--- src/logic/bsdc_consts.svh ---
// offsets, field positions, reset values and timing counts of the bitslip and calibration control bank
`ifndef BSDC_CONSTS_SVH
`define BSDC_CONSTS_SVH
`define BSDC_OFF_BITSLIP     8'h5c
`define BSDC_OFF_CALCTRL     8'h60
`define BSDC_OFF_CALDELAY    8'h64
`define BSDC_RXSLIP_LSB      16
`define BSDC_RXSLIP_MSB      20
`define BSDC_TXSLIP_LSB      0
`define BSDC_TXSLIP_MSB      4
`define BSDC_TXSLIP_EN_BIT   5
`define BSDC_CAL_EN_BIT      0
`define BSDC_CAL_CHECK_BIT   8
`define BSDC_CAL_RESET_BIT   16
`define BSDC_CYCLE_LSB       0
`define BSDC_CYCLE_MSB       7
`define BSDC_STEP_LSB        16
`define BSDC_STEP_MSB        24
`define BSDC_SLIP_RESET      5'h00
`define BSDC_CYCLE_RESET     8'h00
`define BSDC_STEP_RESET      9'h000
`define BSDC_CAL_RST_CYCLES  2
`endif

--- src/logic/bsdc_pkg.sv ---
// types shared by the bitslip and calibration control bank
package bsdc_pkg;
  // wishbone request from the bus master
  typedef struct packed {
    logic        cyc;
    logic        stb;
    logic        we;
    logic [3:0]  sel;
    logic [7:0]  adr;
    logic [31:0] dat;
  } bsdc_wb_req_t;
  // wishbone answer to the bus master
  typedef struct packed {
    logic        ack;
    logic [31:0] dat;
  } bsdc_wb_rsp_t;
  // consistency check sequencer
  typedef enum logic [1:0] {
    BSDC_IDLE    = 2'b00,
    BSDC_COMPARE = 2'b01,
    BSDC_RECAL   = 2'b11
  } bsdc_chk_state_t;
endpackage : bsdc_pkg

--- src/logic/bsdc_ctrl.sv ---
// bitslip and single-trip delay calibration control registers with consistency check
//
// Design decision made here: register access over Wishbone.
`timescale 1ns/1ps
`include "bsdc_consts.svh"
`default_nettype none
module bsdc_ctrl
  import bsdc_pkg::*;
#(
  parameter bit          CAL_FEATURE = 1'b1,
  parameter int unsigned SLIP_W      = 5,
  parameter int unsigned DELAY_W     = 17
) (
  input  wire logic               clk,
  input  wire logic               rst_n,
  input  wire bsdc_wb_req_t       wbReq,
  output var  bsdc_wb_rsp_t       wbRsp,
  input  wire logic [SLIP_W-1:0]  rxAlignSlip,
  input  wire logic               xcvrResetting,
  input  wire logic               wordAlignActive,
  input  wire logic               commaShift,
  output var  logic [SLIP_W-1:0]  txSlipBits,
  input  wire logic               hyperframeStart,
  input  wire logic [DELAY_W-1:0] calCurrentDelay,
  output var  logic               calEnable,
  output var  logic               calModuleReset,
  output var  logic               phaseControlUnitReset,
  output var  logic               calRestart
);
  logic [SLIP_W-1:0] rxSlip_q;
  logic [SLIP_W-1:0] txSlip_q;
  logic              txSlipEn_q;
  logic              calEn_q;
  logic              calCheck_q;
  logic              calReset_q;
  logic [7:0]        cycleDelay_q;
  logic [8:0]        stepDelay_q;
  logic              calEnPrev_q;
  logic              checkDue_q;
  bsdc_chk_state_t   chk_q;
  logic              stretchRst;
  logic              wrStb;
  logic              rdStb;
  logic [31:0]       rdData;
  logic [DELAY_W-1:0] targetDelay;

  // single-cycle answer; ack drops the cycle after so a held request is not acked on two cycles in a row
  assign wrStb = wbReq.cyc && wbReq.stb && wbReq.we && !wbRsp.ack;
  assign rdStb = wbReq.cyc && wbReq.stb && !wbReq.we && !wbRsp.ack;

  // read mux, reserved fields and unmapped offsets return zero
  always_comb begin
    rdData = 32'h0000_0000;
    case (wbReq.adr)
      `BSDC_OFF_BITSLIP: begin
        rdData[`BSDC_RXSLIP_MSB:`BSDC_RXSLIP_LSB] = rxSlip_q;
        rdData[`BSDC_TXSLIP_EN_BIT]               = txSlipEn_q;
        rdData[`BSDC_TXSLIP_MSB:`BSDC_TXSLIP_LSB] = txSlip_q;
      end
      `BSDC_OFF_CALCTRL: begin
        if (CAL_FEATURE) begin
          rdData[`BSDC_CAL_RESET_BIT] = calReset_q;
          rdData[`BSDC_CAL_CHECK_BIT] = calCheck_q;
          rdData[`BSDC_CAL_EN_BIT]    = calEn_q;
        end
      end
      `BSDC_OFF_CALDELAY: begin
        if (CAL_FEATURE) begin
          rdData[`BSDC_STEP_MSB:`BSDC_STEP_LSB]   = stepDelay_q;
          rdData[`BSDC_CYCLE_MSB:`BSDC_CYCLE_LSB] = cycleDelay_q;
        end
      end
      default: rdData = 32'h0000_0000;
    endcase
  end

  // bus answer registers
  always_ff @(posedge clk) begin
    if (!rst_n) begin
      wbRsp <= '0;
    end else begin
      wbRsp.ack <= wrStb || rdStb;
      wbRsp.dat <= rdStb ? rdData : 32'h0000_0000;
    end
  end

  // bitslip register writes; byte lanes 0 holds both transmit fields
  always_ff @(posedge clk) begin
    if (!rst_n) begin
      txSlip_q   <= `BSDC_SLIP_RESET;
      txSlipEn_q <= 1'b0;
    end else if (wrStb && wbReq.adr == `BSDC_OFF_BITSLIP && wbReq.sel[0]) begin
      txSlip_q   <= wbReq.dat[`BSDC_TXSLIP_MSB:`BSDC_TXSLIP_LSB];
      txSlipEn_q <= wbReq.dat[`BSDC_TXSLIP_EN_BIT];
    end
  end

  // transmit slip follows the field only while manual updates are enabled; otherwise it holds
  always_ff @(posedge clk) begin
    if (!rst_n) begin
      txSlipBits <= `BSDC_SLIP_RESET;
    end else if (txSlipEn_q) begin
      txSlipBits <= txSlip_q;
    end
  end

  // receive slip captured only during sync with transceiver reset or a comma move while aligning
  always_ff @(posedge clk) begin
    if (!rst_n) begin
      rxSlip_q <= `BSDC_SLIP_RESET;
    end else if (xcvrResetting || (wordAlignActive && commaShift)) begin
      rxSlip_q <= rxAlignSlip;
    end
  end

  // calibration control; the calibration reset never touches these bits
  always_ff @(posedge clk) begin
    if (!rst_n) begin
      calEn_q    <= 1'b0;
      calCheck_q <= 1'b0;
      calReset_q <= 1'b0;
    end else if (CAL_FEATURE && wrStb && wbReq.adr == `BSDC_OFF_CALCTRL) begin
      if (wbReq.sel[0]) calEn_q <= wbReq.dat[`BSDC_CAL_EN_BIT];
      if (wbReq.sel[1]) calCheck_q <= wbReq.dat[`BSDC_CAL_CHECK_BIT];
      if (wbReq.sel[2]) calReset_q <= wbReq.dat[`BSDC_CAL_RESET_BIT];
    end
  end

  // programmed target delay, whole cycles and step units
  always_ff @(posedge clk) begin
    if (!rst_n) begin
      cycleDelay_q <= `BSDC_CYCLE_RESET;
      stepDelay_q  <= `BSDC_STEP_RESET;
    end else if (CAL_FEATURE && wrStb && wbReq.adr == `BSDC_OFF_CALDELAY) begin
      if (wbReq.sel[0]) cycleDelay_q <= wbReq.dat[`BSDC_CYCLE_MSB:`BSDC_CYCLE_LSB];
      if (wbReq.sel[2]) stepDelay_q[7:0] <= wbReq.dat[23:16];
      if (wbReq.sel[3]) stepDelay_q[8] <= wbReq.dat[`BSDC_STEP_MSB];
    end
  end

  // the stretcher keeps the reset clean for both receivers even on a one-cycle pulse
  bsdc_reset_stretch #(
    .HOLD (`BSDC_CAL_RST_CYCLES)
  ) u_rst (
    .clk    (clk),
    .rst_n  (rst_n),
    .req    (calReset_q),
    .rstOut (stretchRst)
  );

  // both resets driven from flops; release follows the bit returning to zero
  always_ff @(posedge clk) begin
    if (!rst_n) begin
      calModuleReset        <= 1'b0;
      phaseControlUnitReset <= 1'b0;
      calEnable             <= 1'b0;
    end else begin
      calModuleReset        <= calReset_q || stretchRst;
      phaseControlUnitReset <= calReset_q || stretchRst;
      calEnable             <= calEn_q && !calReset_q;
    end
  end

  // target as cycles in upper bits, steps below
  assign targetDelay = {cycleDelay_q, stepDelay_q};

  // schedule a check on each hyperframe when periodic, else on enable rising
  always_ff @(posedge clk) begin
    if (!rst_n) begin
      calEnPrev_q <= 1'b0;
      checkDue_q  <= 1'b0;
    end else begin
      calEnPrev_q <= calEn_q;
      if (calReset_q) begin
        checkDue_q <= 1'b0;
      end else if (calCheck_q) begin
        checkDue_q <= calEn_q && hyperframeStart;
      end else begin
        checkDue_q <= calEn_q && !calEnPrev_q;
      end
    end
  end

  // compare then trigger a one-cycle restart pulse on mismatch
  always_ff @(posedge clk) begin
    if (!rst_n) begin
      chk_q      <= BSDC_IDLE;
      calRestart <= 1'b0;
    end else begin
      calRestart <= 1'b0;
      case (chk_q)
        BSDC_IDLE: begin
          if (checkDue_q && !calReset_q) chk_q <= BSDC_COMPARE;
        end
        BSDC_COMPARE: begin
          if (calReset_q) chk_q <= BSDC_IDLE;
          else if (targetDelay != calCurrentDelay) chk_q <= BSDC_RECAL;
          else chk_q <= BSDC_IDLE;
        end
        BSDC_RECAL: begin
          calRestart <= 1'b1;
          chk_q      <= BSDC_IDLE;
        end
        default: chk_q <= BSDC_IDLE;
      endcase
    end
  end

  a_ack_one_cycle: assert property (@(posedge clk) disable iff (!rst_n)
    wbRsp.ack |=> !wbRsp.ack) else $error("ack held too long");
  a_ack_follows_req: assert property (@(posedge clk) disable iff (!rst_n)
    (wbReq.cyc && wbReq.stb && !wbRsp.ack) |=> wbRsp.ack) else $error("no ack");
  a_rx_slip_hold: assert property (@(posedge clk) disable iff (!rst_n)
    !$past(xcvrResetting) && !($past(wordAlignActive) && $past(commaShift)) |-> $stable(rxSlip_q))
    else $error("rx slip moved");
  a_rx_slip_load: assert property (@(posedge clk) disable iff (!rst_n)
    (wordAlignActive && commaShift) |=> rxSlip_q == $past(rxAlignSlip)) else $error("rx slip not loaded");
  a_tx_slip_gate: assert property (@(posedge clk) disable iff (!rst_n)
    !txSlipEn_q |=> $stable(txSlipBits)) else $error("tx slip moved while disabled");
  a_tx_slip_apply: assert property (@(posedge clk) disable iff (!rst_n)
    txSlipEn_q |=> txSlipBits == $past(txSlip_q)) else $error("tx slip not applied");
  a_cal_reset_on: assert property (@(posedge clk) disable iff (!rst_n)
    calReset_q |=> calModuleReset && phaseControlUnitReset) else $error("cal reset missing");
  a_cal_reset_off: assert property (@(posedge clk) disable iff (!rst_n)
    !calReset_q [*4] |-> !calModuleReset && !phaseControlUnitReset) else $error("cal reset stuck");
  a_ctrl_kept: assert property (@(posedge clk) disable iff (!rst_n)
    (calReset_q && !wrStb) |=> $stable(calEn_q) && $stable(calCheck_q)) else $error("ctrl changed");
  a_check_blocked: assert property (@(posedge clk) disable iff (!rst_n)
    calReset_q |=> !checkDue_q) else $error("check during reset");
  a_mismatch_restart: assert property (@(posedge clk) disable iff (!rst_n)
    (chk_q == BSDC_COMPARE && !calReset_q && targetDelay != calCurrentDelay) |=> ##1 calRestart)
    else $error("no restart");
  a_enable_check: assert property (@(posedge clk) disable iff (!rst_n)
    (!calCheck_q && !calReset_q && calEn_q && !calEnPrev_q) |=> checkDue_q) else $error("no enable check");

  // bus side: data only rides with an answer and reserved positions never carry a one
  a_ack_data_zero: assert property (@(posedge clk) disable iff (!rst_n)
    !wbRsp.ack |-> wbRsp.dat == 32'h0000_0000)
    else $error("read data outside an answer");
  a_reserved_high: assert property (@(posedge clk) disable iff (!rst_n)
    wbRsp.dat[31:25] == 7'h00)
    else $error("upper reserved bits set");
  a_reserved_mid: assert property (@(posedge clk) disable iff (!rst_n)
    wbRsp.dat[15:9] == 7'h00)
    else $error("middle reserved bits set");
  a_slip_reserved: assert property (@(posedge clk) disable iff (!rst_n)
    (rdStb && wbReq.adr == `BSDC_OFF_BITSLIP) |=> wbRsp.dat[15:6] == 10'h000 && wbRsp.dat[31:21] == 11'h000)
    else $error("bitslip reserved bits set");
  a_unmapped_read: assert property (@(posedge clk) disable iff (!rst_n)
    (rdStb && wbReq.adr != `BSDC_OFF_BITSLIP && wbReq.adr != `BSDC_OFF_CALCTRL
      && wbReq.adr != `BSDC_OFF_CALDELAY) |=> wbRsp.dat == 32'h0000_0000)
    else $error("unmapped offset returned data");

  // register contents seen through the bus
  a_rx_slip_read: assert property (@(posedge clk) disable iff (!rst_n)
    (rdStb && wbReq.adr == `BSDC_OFF_BITSLIP) |=> wbRsp.dat[20:16] == $past(rxSlip_q))
    else $error("rx slip read wrong");
  a_ctrl_read: assert property (@(posedge clk) disable iff (!rst_n)
    (rdStb && wbReq.adr == `BSDC_OFF_CALCTRL) |=> wbRsp.dat[0] == (CAL_FEATURE && $past(calEn_q)))
    else $error("control read wrong");
  a_tx_field_write: assert property (@(posedge clk) disable iff (!rst_n)
    (wrStb && wbReq.adr == `BSDC_OFF_BITSLIP && wbReq.sel[0]) |=> txSlip_q == $past(wbReq.dat[4:0]))
    else $error("tx slip field not written");
  a_slip_en_write: assert property (@(posedge clk) disable iff (!rst_n)
    (wrStb && wbReq.adr == `BSDC_OFF_BITSLIP && wbReq.sel[0]) |=> txSlipEn_q == $past(wbReq.dat[5]))
    else $error("tx slip enable not written");
  a_cal_en_write: assert property (@(posedge clk) disable iff (!rst_n)
    (CAL_FEATURE && wrStb && wbReq.adr == `BSDC_OFF_CALCTRL && wbReq.sel[0])
    |=> calEn_q == $past(wbReq.dat[0]))
    else $error("enable bit not written");
  a_reset_write: assert property (@(posedge clk) disable iff (!rst_n)
    (CAL_FEATURE && wrStb && wbReq.adr == `BSDC_OFF_CALCTRL && wbReq.sel[2])
    |=> calReset_q == $past(wbReq.dat[16]))
    else $error("reset bit not written");
  a_cycle_write: assert property (@(posedge clk) disable iff (!rst_n)
    (CAL_FEATURE && wrStb && wbReq.adr == `BSDC_OFF_CALDELAY && wbReq.sel[0])
    |=> cycleDelay_q == $past(wbReq.dat[7:0]))
    else $error("cycle delay not written");
  a_step_write: assert property (@(posedge clk) disable iff (!rst_n)
    (CAL_FEATURE && wrStb && wbReq.adr == `BSDC_OFF_CALDELAY && wbReq.sel[2])
    |=> stepDelay_q[7:0] == $past(wbReq.dat[23:16]))
    else $error("step delay not written");

  // receive slip loads at sync as well as on a comma move
  a_sync_load: assert property (@(posedge clk) disable iff (!rst_n)
    xcvrResetting |=> rxSlip_q == $past(rxAlignSlip))
    else $error("rx slip not loaded at sync");

  // calibration outputs and the check sequencer
  a_enable_on: assert property (@(posedge clk) disable iff (!rst_n)
    (calEn_q && !calReset_q) |=> calEnable)
    else $error("calibration not enabled");
  a_enable_off: assert property (@(posedge clk) disable iff (!rst_n)
    (!calEn_q || calReset_q) |=> !calEnable)
    else $error("calibration left on");
  a_reset_pair: assert property (@(posedge clk) disable iff (!rst_n)
    calModuleReset == phaseControlUnitReset)
    else $error("reset outputs differ");
  a_reset_release: assert property (@(posedge clk) disable iff (!rst_n)
    $fell(calReset_q) ##1 !calReset_q [*2] |=> !calModuleReset && !phaseControlUnitReset)
    else $error("reset not released");
  a_seq_idle: assert property (@(posedge clk) disable iff (!rst_n)
    calReset_q |=> chk_q == BSDC_IDLE)
    else $error("sequencer busy in reset");
  a_periodic_due: assert property (@(posedge clk) disable iff (!rst_n)
    (calCheck_q && calEn_q && !calReset_q && hyperframeStart) |=> checkDue_q)
    else $error("hyperframe check missed");
  a_periodic_only: assert property (@(posedge clk) disable iff (!rst_n)
    (calCheck_q && !calReset_q && !hyperframeStart) |=> !checkDue_q)
    else $error("check between hyperframes");
  a_due_compare: assert property (@(posedge clk) disable iff (!rst_n)
    (checkDue_q && !calReset_q && chk_q == BSDC_IDLE) |=> chk_q == BSDC_COMPARE)
    else $error("due check not compared");
  a_restart_pulse: assert property (@(posedge clk) disable iff (!rst_n)
    calRestart |=> !calRestart)
    else $error("restart longer than a cycle");
  a_match_quiet: assert property (@(posedge clk) disable iff (!rst_n)
    (chk_q == BSDC_COMPARE && targetDelay == calCurrentDelay) |=> ##1 !calRestart)
    else $error("restart on a match");

  c_restart: cover property (@(posedge clk) disable iff (!rst_n) calRestart);
  c_periodic: cover property (@(posedge clk) disable iff (!rst_n) calCheck_q && checkDue_q);
  c_cal_reset: cover property (@(posedge clk) disable iff (!rst_n) $fell(calModuleReset));
  c_comma: cover property (@(posedge clk) disable iff (!rst_n) wordAlignActive && commaShift);
  c_enable_check: cover property (@(posedge clk) disable iff (!rst_n) !calCheck_q && checkDue_q);
endmodule : bsdc_ctrl
`default_nettype wire

--- src/logic/bsdc_reset_stretch.sv ---
// reset stretcher that holds the calibration reset for a minimum number of cycles
`timescale 1ns/1ps
`default_nettype none
module bsdc_reset_stretch #(
  parameter int unsigned HOLD = 2
) (
  input  wire logic clk,
  input  wire logic rst_n,
  input  wire logic req,
  output var  logic rstOut
);
  logic [3:0] cnt_q;
  // reload while requested, count down after release so both sides see a clean pulse
  always_ff @(posedge clk) begin
    if (!rst_n) begin
      cnt_q  <= 4'h0;
      rstOut <= 1'b0;
    end else if (req) begin
      cnt_q  <= 4'(HOLD);
      rstOut <= 1'b1;
    end else if (cnt_q != 4'h0) begin
      cnt_q  <= cnt_q - 4'h1;
      rstOut <= (cnt_q != 4'h1);
    end else begin
      rstOut <= 1'b0;
    end
  end
endmodule : bsdc_reset_stretch
`default_nettype wire

--- config.mk ---
export PLATFORM = sky130hd
export DESIGN_NAME = bsdc_ctrl
export DESIGN_NICKNAME = d
export VERILOG_FILES = /design/src/logic/bsdc_pkg.sv /design/src/logic/bsdc_ctrl.sv /design/src/logic/bsdc_reset_stretch.sv
export VERILOG_INCLUDE_DIRS = /design/src /design/src/logic
export SDC_FILE = /design/constraint.sdc
export NUM_CORES = 1
export LEC_CHECK = 0
export BUFFER_PORTS_ARGS = -buffer_cell sky130_fd_sc_hd__buf_2
export CAP_MARGIN = 15
export CORE_MARGIN = 8
export CORE_UTILIZATION = 41
export DETAILED_ROUTE_END_ITERATION = 8
export PLACE_DENSITY = 0.66
export SETUP_SLACK_MARGIN = 0.05
export SLEW_MARGIN = 0
export SYNTH_ARGS = -nofsm -noshare
export SYNTH_HDL_FRONTEND = slang
export SYNTH_SLANG_ARGS = --single-unit
--- constraint.sdc ---
create_clock -name clk -period 1.8 [get_ports clk]
set_input_delay 0.45 -clock clk [delete_from_list [all_inputs] [get_ports clk]]
set_output_delay 0.45 -clock clk [all_outputs]
set_load 0.03 [all_outputs]
==> results.txt, run 1 <==
Leakage Power = 1.52 nW
Max VDD drop = 0.395 mV
minimum clock period = 1.46 ns
GRT Residual Overflow = 0
WL per Instance = 14.9 um
HPWL after detailed placement = 5240 um
I/O pin count = 117
fill cell count = 634
CTS resizes = 0
total clock buffers created by CTS = 9
DR vias/cell = 4.86
drt first pass iters = 4
clk buf depth = 2
RSZ-0062 raised after global routing = no
Arrival @ worst endpoint = 1.69 ns
die width = 99.1 um
nature of the critical path startpoint = flip-flop
Hold Buf Count CTS = 0
slowest cell on the critical path = and4b_1
Final ANT Viol Nets = 0
CTS tree = yes
register area share after synthesis = 0.474
clk sinks = 67
Syn Inst Count = 289
pwr dens = 890 nW/um^2
max-cap violations = 0
Final GP Congestion = 0.785
Yosys warning total = 0
antenna cells = 0
syn avg cell area = 9.79 sq um
TNS Setup = 0 ns
EDFF count, synth = 0
setup violators final = 0
drt drc = 0
Post-Route WL = 6930 um
Req. time, crit path = 2.03 ns
final setup skew = 0.00569 ns
flops & latches, synth = 67
Async SR Flop Fraction = 0
vias in the first global route = 2316
Util after Layout = 0.520
global-route wire length before repair = 11000 um
Max Fclk = 0.684 GHz
Core Rows = 30
Synth top area share = 0.474
Synth area leader = dfxtp_1
Area Overhead vs Synth = 24.1%
Starting Density = 0.419
Largest delay share family, worst path = simple AND/OR/NAND/NOR gates
CP endpoint kind = flip-flop
worst skew pair latency = 0.34 ns
Die Area = 9820 sq um
crit path buf inv count = 0
Synth area leaders = dfxtp_1 (47%), mux2i_1 (5.7%), xnor2_1 (4.3%), buf_4 (4.0%), nor2b_1 (3.8%)
max-slew violation count = 0
CTS clk-pin slew, worst paths = 0.07 ns
First DRT Iteration DRCs = 64
Root Driver = clkbuf_8
Port-buffer cells = 88
Hold WC Path Type = in2reg
total power = 3.13 mW
number of distinct library cells after synthesis = 43
Die Ht = 99.1 um
Max H-tree Level = 3
Post-synth top cells = dfxtp_1 (67), nand2_1 (25), o21ai_0 (19)
status = finished, final reports clean
CP peak stage delay = 0.41 ns
pin count of the biggest net entering global routing = 33
worst-path cell chain = and4b_1 -> nand4_2 -> mux2i_1 -> nor2b_1
Nets = 455
crit path kind = reg2reg
Final period util = 0.812
CORE AREA = 6760 sq um
Fin Hold WS = 0.327 ns
Most used DFF post-synth = dfxtp_1
Post-CTS Setup Bufs = 0
antenna violations before repair = 0
Post-Syn Area = 2830 sq um
share of layout cells above drive strength 1 = 0.330
most common cell in the netlist = dfxtp_1
Tot GR Track Use = 0.142
detailed-route via count = 2260
Critical Path Fanout Max = 7
Final Hold Fails = 0
==> final timing paths <==
kind,start,endpoint,slack [ns],depth (start not counted)
worst max register to register,wbRsp[32],txSlip_q[3],0.34,4
worst max-delay path,wbRsp[32],txSlip_q[3],0.34,4
worst min-delay path,wbReq[21],stepDelay_q[5],0.33,3
worst min register to register,u_rst.rstOut,phaseControlUnitReset,0.43,1
==> sequential cells by signal, indices dropped and copies added (netlist names) <==
name / count
cycleDelay_q: 8
phaseControlUnitReset: 1
stepDelay_q: 9
calEnable: 1
calEnPrev_q: 1
calRestart: 1
txSlipEn_q: 1
calCheck_q: 1
txSlipBits: 5
txSlip_q: 5
checkDue_q: 1
wbRsp: 19
calReset_q: 1
u_rst.rstOut: 1
calEn_q: 1
rxSlip_q: 5
u_rst.cnt_q: 4
chk_q: 2
==> cell type report <==
type / count / area [sq um] / area share
inverter: 1 / 3.75 / 0.00107
timing repair buffer: 98 / 541 / 0.154
tap: 80 / 100 / 0.0285
clock buffer: 12 / 155 / 0.0442
multi-input combinational: 203 / 1300 / 0.370
clock inverter: 4 / 72.6 / 0.0207
sequential: 67 / 1340 / 0.382
==> routing by layer <==
layer	GRT usage	vias to the layer above	part of all wire
met5	0	-	0
met4	0.0827	0	0.024
met3	0.0423	12	0.068
met2	0.226	70	0.47
met1	0.164	1025	0.44
li1	-	1153	-
==> where the power goes <==
group | leakage [nW] | internal, mW | switching [mW]
sequential | 0.541 | 1.49 | 0.00507
combinational | 0.867 | 0.0909 | 0.126
clock | 0.113 | 0.854 | 0.561
==> cells in the final DEF, fill, tap and decap left out, types with 2 or more instances in the layout <==
| master | synthesis | layout |
|---|---|---|
| clkbuf_8 | 0 | 11 |
| xnor2_1 | 14 | 14 |
| and4b_1 | 3 | 3 |
| buf_12 | 2 | 2 |
| a22oi_1 | 11 | 11 |
| a21oi_1 | 4 | 4 |
| conb_1 | 1 | 14 |
| buf_2 | 2 | 88 |
| and2_1 | 9 | 9 |
| mux2i_1 | 16 | 16 |
| nand2_1 | 25 | 25 |
| bufinv_16 | 0 | 2 |
| o21ai_0 | 19 | 19 |
| buf_4 | 15 | 8 |
| o21ai_2 | 4 | 4 |
| nor2_1 | 16 | 16 |
| mux2_2 | 2 | 2 |
| nand4_1 | 7 | 7 |
| xor2_1 | 3 | 3 |
| and4_1 | 2 | 2 |
| nor2b_1 | 17 | 17 |
| nand3_1 | 14 | 14 |
| nor3_1 | 3 | 3 |
| nand3b_1 | 2 | 2 |
| dfxtp_1 | 67 | 67 |
| nand3_2 | 4 | 4 |
==> stage by stage <==
| stage | cell area (sq um) | instances | setup WS (ns) |
|---|---|---|---|
| after floorplan | 2880 | 302 | 0.255 |
| after global placement | 3290 | 449 | 0.116 |
| after detailed placement | 3290 | 449 | 0.0884 |
| after CTS | 3510 | 465 | 0.336 |
| after global routing | 3510 | 465 | 0.197 |
| final | 3510 | 465 | 0.338 |
==> logic make-up (layout without fill, tap and decap cells) <==
| group | after synthesis | count (layout) | synth area share |
|---|---|---|---|
| other cells | 1 | 14 | 0.00132 |
| xor+xnor | 17 | 17 | 0.0526 |
| compound gates | 44 | 44 | 0.100 |
| mux | 18 | 18 | 0.0645 |
| flops | 67 | 67 | 0.474 |
| buf+inv | 32 | 115 | 0.0840 |
| simple gates | 110 | 110 | 0.223 |
==> tightest hold or removal path, cell delays in order <==
cell	delay, ns
buf_2	0.07
nand3_1	0.05
o21ai_0	0.06
(Power assumes the default switching activity.)
==> run 2: changes to the inputs <==
--- a/config.mk
+++ b/config.mk
@@ -11,7 +11,7 @@
 export CORE_MARGIN = 8
 export CORE_UTILIZATION = 41
 export DETAILED_ROUTE_END_ITERATION = 8
-export PLACE_DENSITY = 0.66
+export PLACE_DENSITY = 0.69
 export SETUP_SLACK_MARGIN = 0.05
 export SLEW_MARGIN = 0
 export SYNTH_ARGS = -nofsm -noshare
==> constraint.sdc (replaced) <==
create_clock -name clk -period 1.3 [get_ports clk]
set_input_delay 0.325 -clock clk [delete_from_list [all_inputs] [get_ports clk]]
set_output_delay 0.325 -clock clk [all_outputs]
set_load 0.03 [all_outputs]
==> results.txt, run 2 (same netlist as run 1, synthesis figures left out) <==
status = finished, final reports clean
Largest register FFs = 19
Die Ht = 99.1 um
setup violators final = 0
I/O pin count = 117
RSZ-0062 raised after global routing = yes
Final WS setup = 0.00495 ns
total power = 4.11 mW
CP peak stage delay = 0.34 ns
antenna cells = 0
max-cap violations = 0
Regs by FF count = wbRsp (19), stepDelay_q (9), cycleDelay_q (8)
CTS tree = yes
global-route wire length before repair = 11500 um
clk sinks = 67
worst-path cell chain = and4b_2 -> and4_4 -> buf_12 -> nand3_1 -> o21ai_1
placed cell area = 3440 sq um
CORE AREA = 6760 sq um
crit path buf inv count = 1
Critical Path Fanout Max = 8
share of layout cells above drive strength 1 = 0.455
Req. time, crit path = 1.57 ns
die width = 99.1 um
worst skew pair latency = 0.34 ns
Final ANT Viol Nets = 0
Starting Density = 0.419
CP endpoint kind = flip-flop
max-slew violation count = 0
Root Driver = clkbuf_8
total clock buffers created by CTS = 9
Largest Register = wbRsp
WL per Instance = 15.2 um
Arrival @ worst endpoint = 1.56 ns
DR vias/cell = 4.91
antenna violations before repair = 0
Tot GR Track Use = 0.148
Port-buffer cells = 88
TNS Setup = 0 ns
drt drc = 0
Largest delay share family, worst path = simple AND/OR/NAND/NOR gates
First DRT Iteration DRCs = 81
Max VDD drop = 0.561 mV
Die Area = 9820 sq um
final setup skew = 0.00848 ns
placed cell count = 469
Area Overhead vs Synth = 35.5%
Leakage Power = 1.68 nW
Final GP Congestion = 0.803
minimum clock period = 1.30 ns
Hold WC Path Type = in2reg
Nets = 479
Final period util = 0.996
Final Hold Fails = 0
Max H-tree Level = 3
Post-Route WL = 7420 um
vias in the first global route = 2410
final std cell area, no fill = 3840 sq um
commonest non-fill, non-tap cell in the layout = buf_2
detailed-route via count = 2400
clk buf depth = 2
HPWL after detailed placement = 5700 um
nature of the critical path startpoint = flip-flop
Max Fclk = 0.772 GHz
pwr dens = 1070 nW/um^2
crit path kind = reg2reg
GRT Residual Overflow = 0
Core Rows = 30
pre-CTS setup slack = -0.226 ns
drt first pass iters = 4
slowest cell on the critical path = dfxtp_4
pin count of the biggest net entering global routing = 25
Non-Filler Instances = 489
CTS clk-pin slew, worst paths = 0.07 ns
fill cell count = 610
Fin Hold WS = 0.218 ns
Util after Layout = 0.568
Hold Buf Count CTS = 0
most frequent cells in the layout = buf_2 (88), dfxtp_1 (57), buf_4 (27)
## run 2: cell types whose count changed in the layout (fill, tap and decap cells not counted), sizes merged
cell and delta:
bufinv -1, clkbuf +1, clkinv +2, buf +22
## run 2: layout make-up
cell class,count,area [sq um],area share
clock buffers,11,141,0.0369
multi-input cells,203,1440,0.374
flip-flops and latches,67,1360,0.354
clock inverters,5,52.6,0.0137
inverters,1,3.75,0.000978
well taps,80,100,0.0261
repair buffers,122,744,0.194
## run 2: what timing repair did
| item | 4_1_cts | 5_1_grt |
|---|---|---|
| pin swaps | 11 | 21 |
| endpoints found under the setup margin | 25 | 35 |
| endpoints found under the hold margin | 0 | 0 |
| resized for setup | 16 | 24 |
| setup buffers | 0 | 2 |
| gates cloned | 0 | 2 |
## run 2: path summary, 6_finish.rpt
path | startpoint | end | slack [ns] | cells after the start
worst max-delay path | wbRsp[32] | cycleDelay_q[2] | 0.005 | 5
worst min-delay path | wbReq[22] | stepDelay_q[6] | 0.22 | 3
worst max register to register | wbRsp[32] | cycleDelay_q[2] | 0.005 | 5
worst min register to register | u_rst.rstOut | phaseControlUnitReset | 0.43 | 1
## run 2: power by group
| group | leakage (nW) | total (mW) | switching, mW | internal, mW |
|---|---|---|---|---|
| clock | 0.0991 | 1.70 | 0.769 | 0.929 |
| sequential | 0.546 | 2.07 | 0.00634 | 2.06 |
| combinational | 1.03 | 0.342 | 0.193 | 0.149 |
| total | 1.68 | 4.11 | 0.968 | 3.14 |
## run 2: metal layers
layer / wire [um] / GRT usage / part of all wire / up-vias
met4: 130 / 0.0698 / 0.018 / 0
li1: - / - / - / 1205
met2: 3650 / 0.249 / 0.49 / 74
met1: 3110 / 0.166 / 0.42 / 1110
met3: 530 / 0.0465 / 0.071 / 11
met5: 0 / 0 / 0 / -
## run 2: tightest hold or removal path: stages
cell and delay [ns]:
buf_2 0.09, nand3_2 0.07, o21ai_2 0.05
==> run 3: changes to the inputs <==
--- a/config.mk
+++ b/config.mk
@@ -6,13 +6,15 @@
 export SDC_FILE = /design/constraint.sdc
 export NUM_CORES = 1
 export LEC_CHECK = 0
+export ABC_CLOCK_PERIOD_IN_PS = 1300
 export BUFFER_PORTS_ARGS = -buffer_cell sky130_fd_sc_hd__buf_2
 export CAP_MARGIN = 15
 export CORE_MARGIN = 8
 export CORE_UTILIZATION = 41
 export DETAILED_ROUTE_END_ITERATION = 8
+export GPL_TIMING_DRIVEN = 0
 export PLACE_DENSITY = 0.69
-export SETUP_SLACK_MARGIN = 0.05
+export SETUP_SLACK_MARGIN = 0.2
 export SLEW_MARGIN = 0
 export SYNTH_ARGS = -nofsm -noshare
 export SYNTH_HDL_FRONTEND = slang
==> results.txt, run 3 (same netlist as run 1, synthesis figures left out) <==
status = finished, violations left
violated checks = setup timing
FF-to-FF Start = wbRsp[32]
Critical Path Fanout Max = 6
clk buf depth = 2
GRT Residual Overflow = 0
Final ANT Viol Nets = 0
share of layout cells above drive strength 1 = 0.530
Max VDD drop = 0.536 mV
CP endpoint kind = flip-flop
Area Overhead vs Synth = 52.3%
hold endpoint = stepDelay_q[6]
First DRT Iteration DRCs = 125
drt first pass iters = 4
Final WS setup = -0.115 ns
setup violators final = 30
clk sinks = 67
worst skew pair latency = 0.35 ns
vias in the first global route = 2603
WL per Instance = 16.8 um
Largest register FFs = 19
FF-to-FF path depth = 7
Hold WC Path Type = in2reg
fill cell count = 551
Max Fclk = 0.707 GHz
Arrival @ worst endpoint = 1.69 ns
Port-buffer cells = 87
antenna cells = 0
Die Area = 9820 sq um
die width = 99.1 um
hold_sp = wbReq[22]
Hold Path Depth = 3
DR vias/cell = 5.08
Largest Register = wbRsp
detailed-route via count = 2543
global-route wire length before repair = 12700 um
CORE AREA = 6760 sq um
nature of the critical path startpoint = flip-flop
Post-Route WL = 8430 um
final std cell area, no fill = 4310 sq um
FF-to-FF End = stepDelay_q[5]
max-cap violations = 0
CTS tree = yes
commonest non-fill, non-tap cell in the layout = buf_2
pin count of the biggest net entering global routing = 13
Leakage Power = 1.81 nW
HPWL after detailed placement = 5950 um
max-slew violation count = 0
Req. time, crit path = 1.58 ns
Starting Density = 0.419
RSZ-0062 raised after global routing = yes
most frequent cells in the layout = buf_2 (61), buf_6 (38), dfxtp_1 (38)
flop2flop setup slack = -0.11 ns
I/O pin count = 117
Final Hold Fails = 0
Final GP Congestion = 0.775
Core Rows = 30
Regs by FF count = wbRsp (19), stepDelay_q (9), cycleDelay_q (8)
total clock buffers created by CTS = 9
antenna violations before repair = 0
Die Ht = 99.1 um
minimum clock period = 1.41 ns
Final period util = 1.09
CTS clk-pin slew, worst paths = 0.07 ns
drt drc = 0
pwr dens = 1030 nW/um^2
placed cell area = 3460 sq um
final setup skew = 0.0111 ns
Nets = 491
Util after Layout = 0.638
total power = 4.43 mW
Root Driver = clkbuf_8
Tot GR Track Use = 0.168
crit path kind = reg2reg
Max H-tree Level = 3
run 3: what timing repair did:
action / in CTS / in global routing
pin swaps: 22 / 12
cloned: 2 / 1
hold buffers: 0 / 0
buffers inserted: 9 / 4
gates resized for setup: 113 / 31
setup endpoints to repair: 73 / 74
run 3: final cells by class:
| type | count | area [sq um] | area share |
|---|---|---|---|
| clock inverter | 6 | 88.8 | 0.0206 |
| buffer | 31 | 274 | 0.0636 |
| sequential | 67 | 1380 | 0.320 |
| timing repair buffer | 103 | 820 | 0.190 |
| clock buffer | 10 | 138 | 0.0319 |
| inverter | 1 | 3.75 | 0.000871 |
| tap | 80 | 100 | 0.0232 |
| multi-input combinational | 203 | 1510 | 0.349 |
run 3: where the power goes:
group | switching [mW] | total (mW) | internal (mW)
combinational | 0.211 | 0.390 | 0.179
clock | 0.837 | 1.97 | 1.13
sequential | 0.00699 | 2.07 | 2.06
run 3: through the flow:
stage	hold WS, ns	instances	setup slack [ns]	TNS [ns]
global placement	0.414	469	-0.404	-13.60
finish	0.206	501	-0.115	-2.04
global route	0.209	501	-0.161	-3.61
CTS	0.196	496	-0.111	-3.08
floorplan	0.405	302	-0.0789	-1.67
detailed placement	0.415	469	-0.445	-14.30
run 3: worst max path at each step:
stage	slack, ns	from	depth (start not counted)	end
floorplan	-0.08	wbReq[39]	6	stepDelay_q[6]
global placement	-0.40	wbReq[39]	5	txSlip_q[2]
detailed placement	-0.45	wbReq[39]	5	txSlip_q[0]
CTS	-0.11	wbRsp[32]	7	stepDelay_q[2]
global route	-0.16	wbRsp[32]	7	stepDelay_q[1]
finish	-0.11	wbRsp[32]	7	stepDelay_q[5]
run 3: metal layers:
metal	up-vias	track usage	part of all wire
met5	-	0	0
met4	0	0.0908	0.033
met3	23	0.0430	0.068
met2	100	0.288	0.50
met1	1193	0.185	0.40
li1	1227	-	-
run 3: worst max-delay path, cell delays in order, from the launching register on:
cell and delay (ns):
dfxtp_4 0.34, and4b_1 0.27, clkbuf_8 0.16, and4_1 0.18, buf_6 0.14, buf_8 0.13
nand3_2 0.06, o21ai_1 0.07
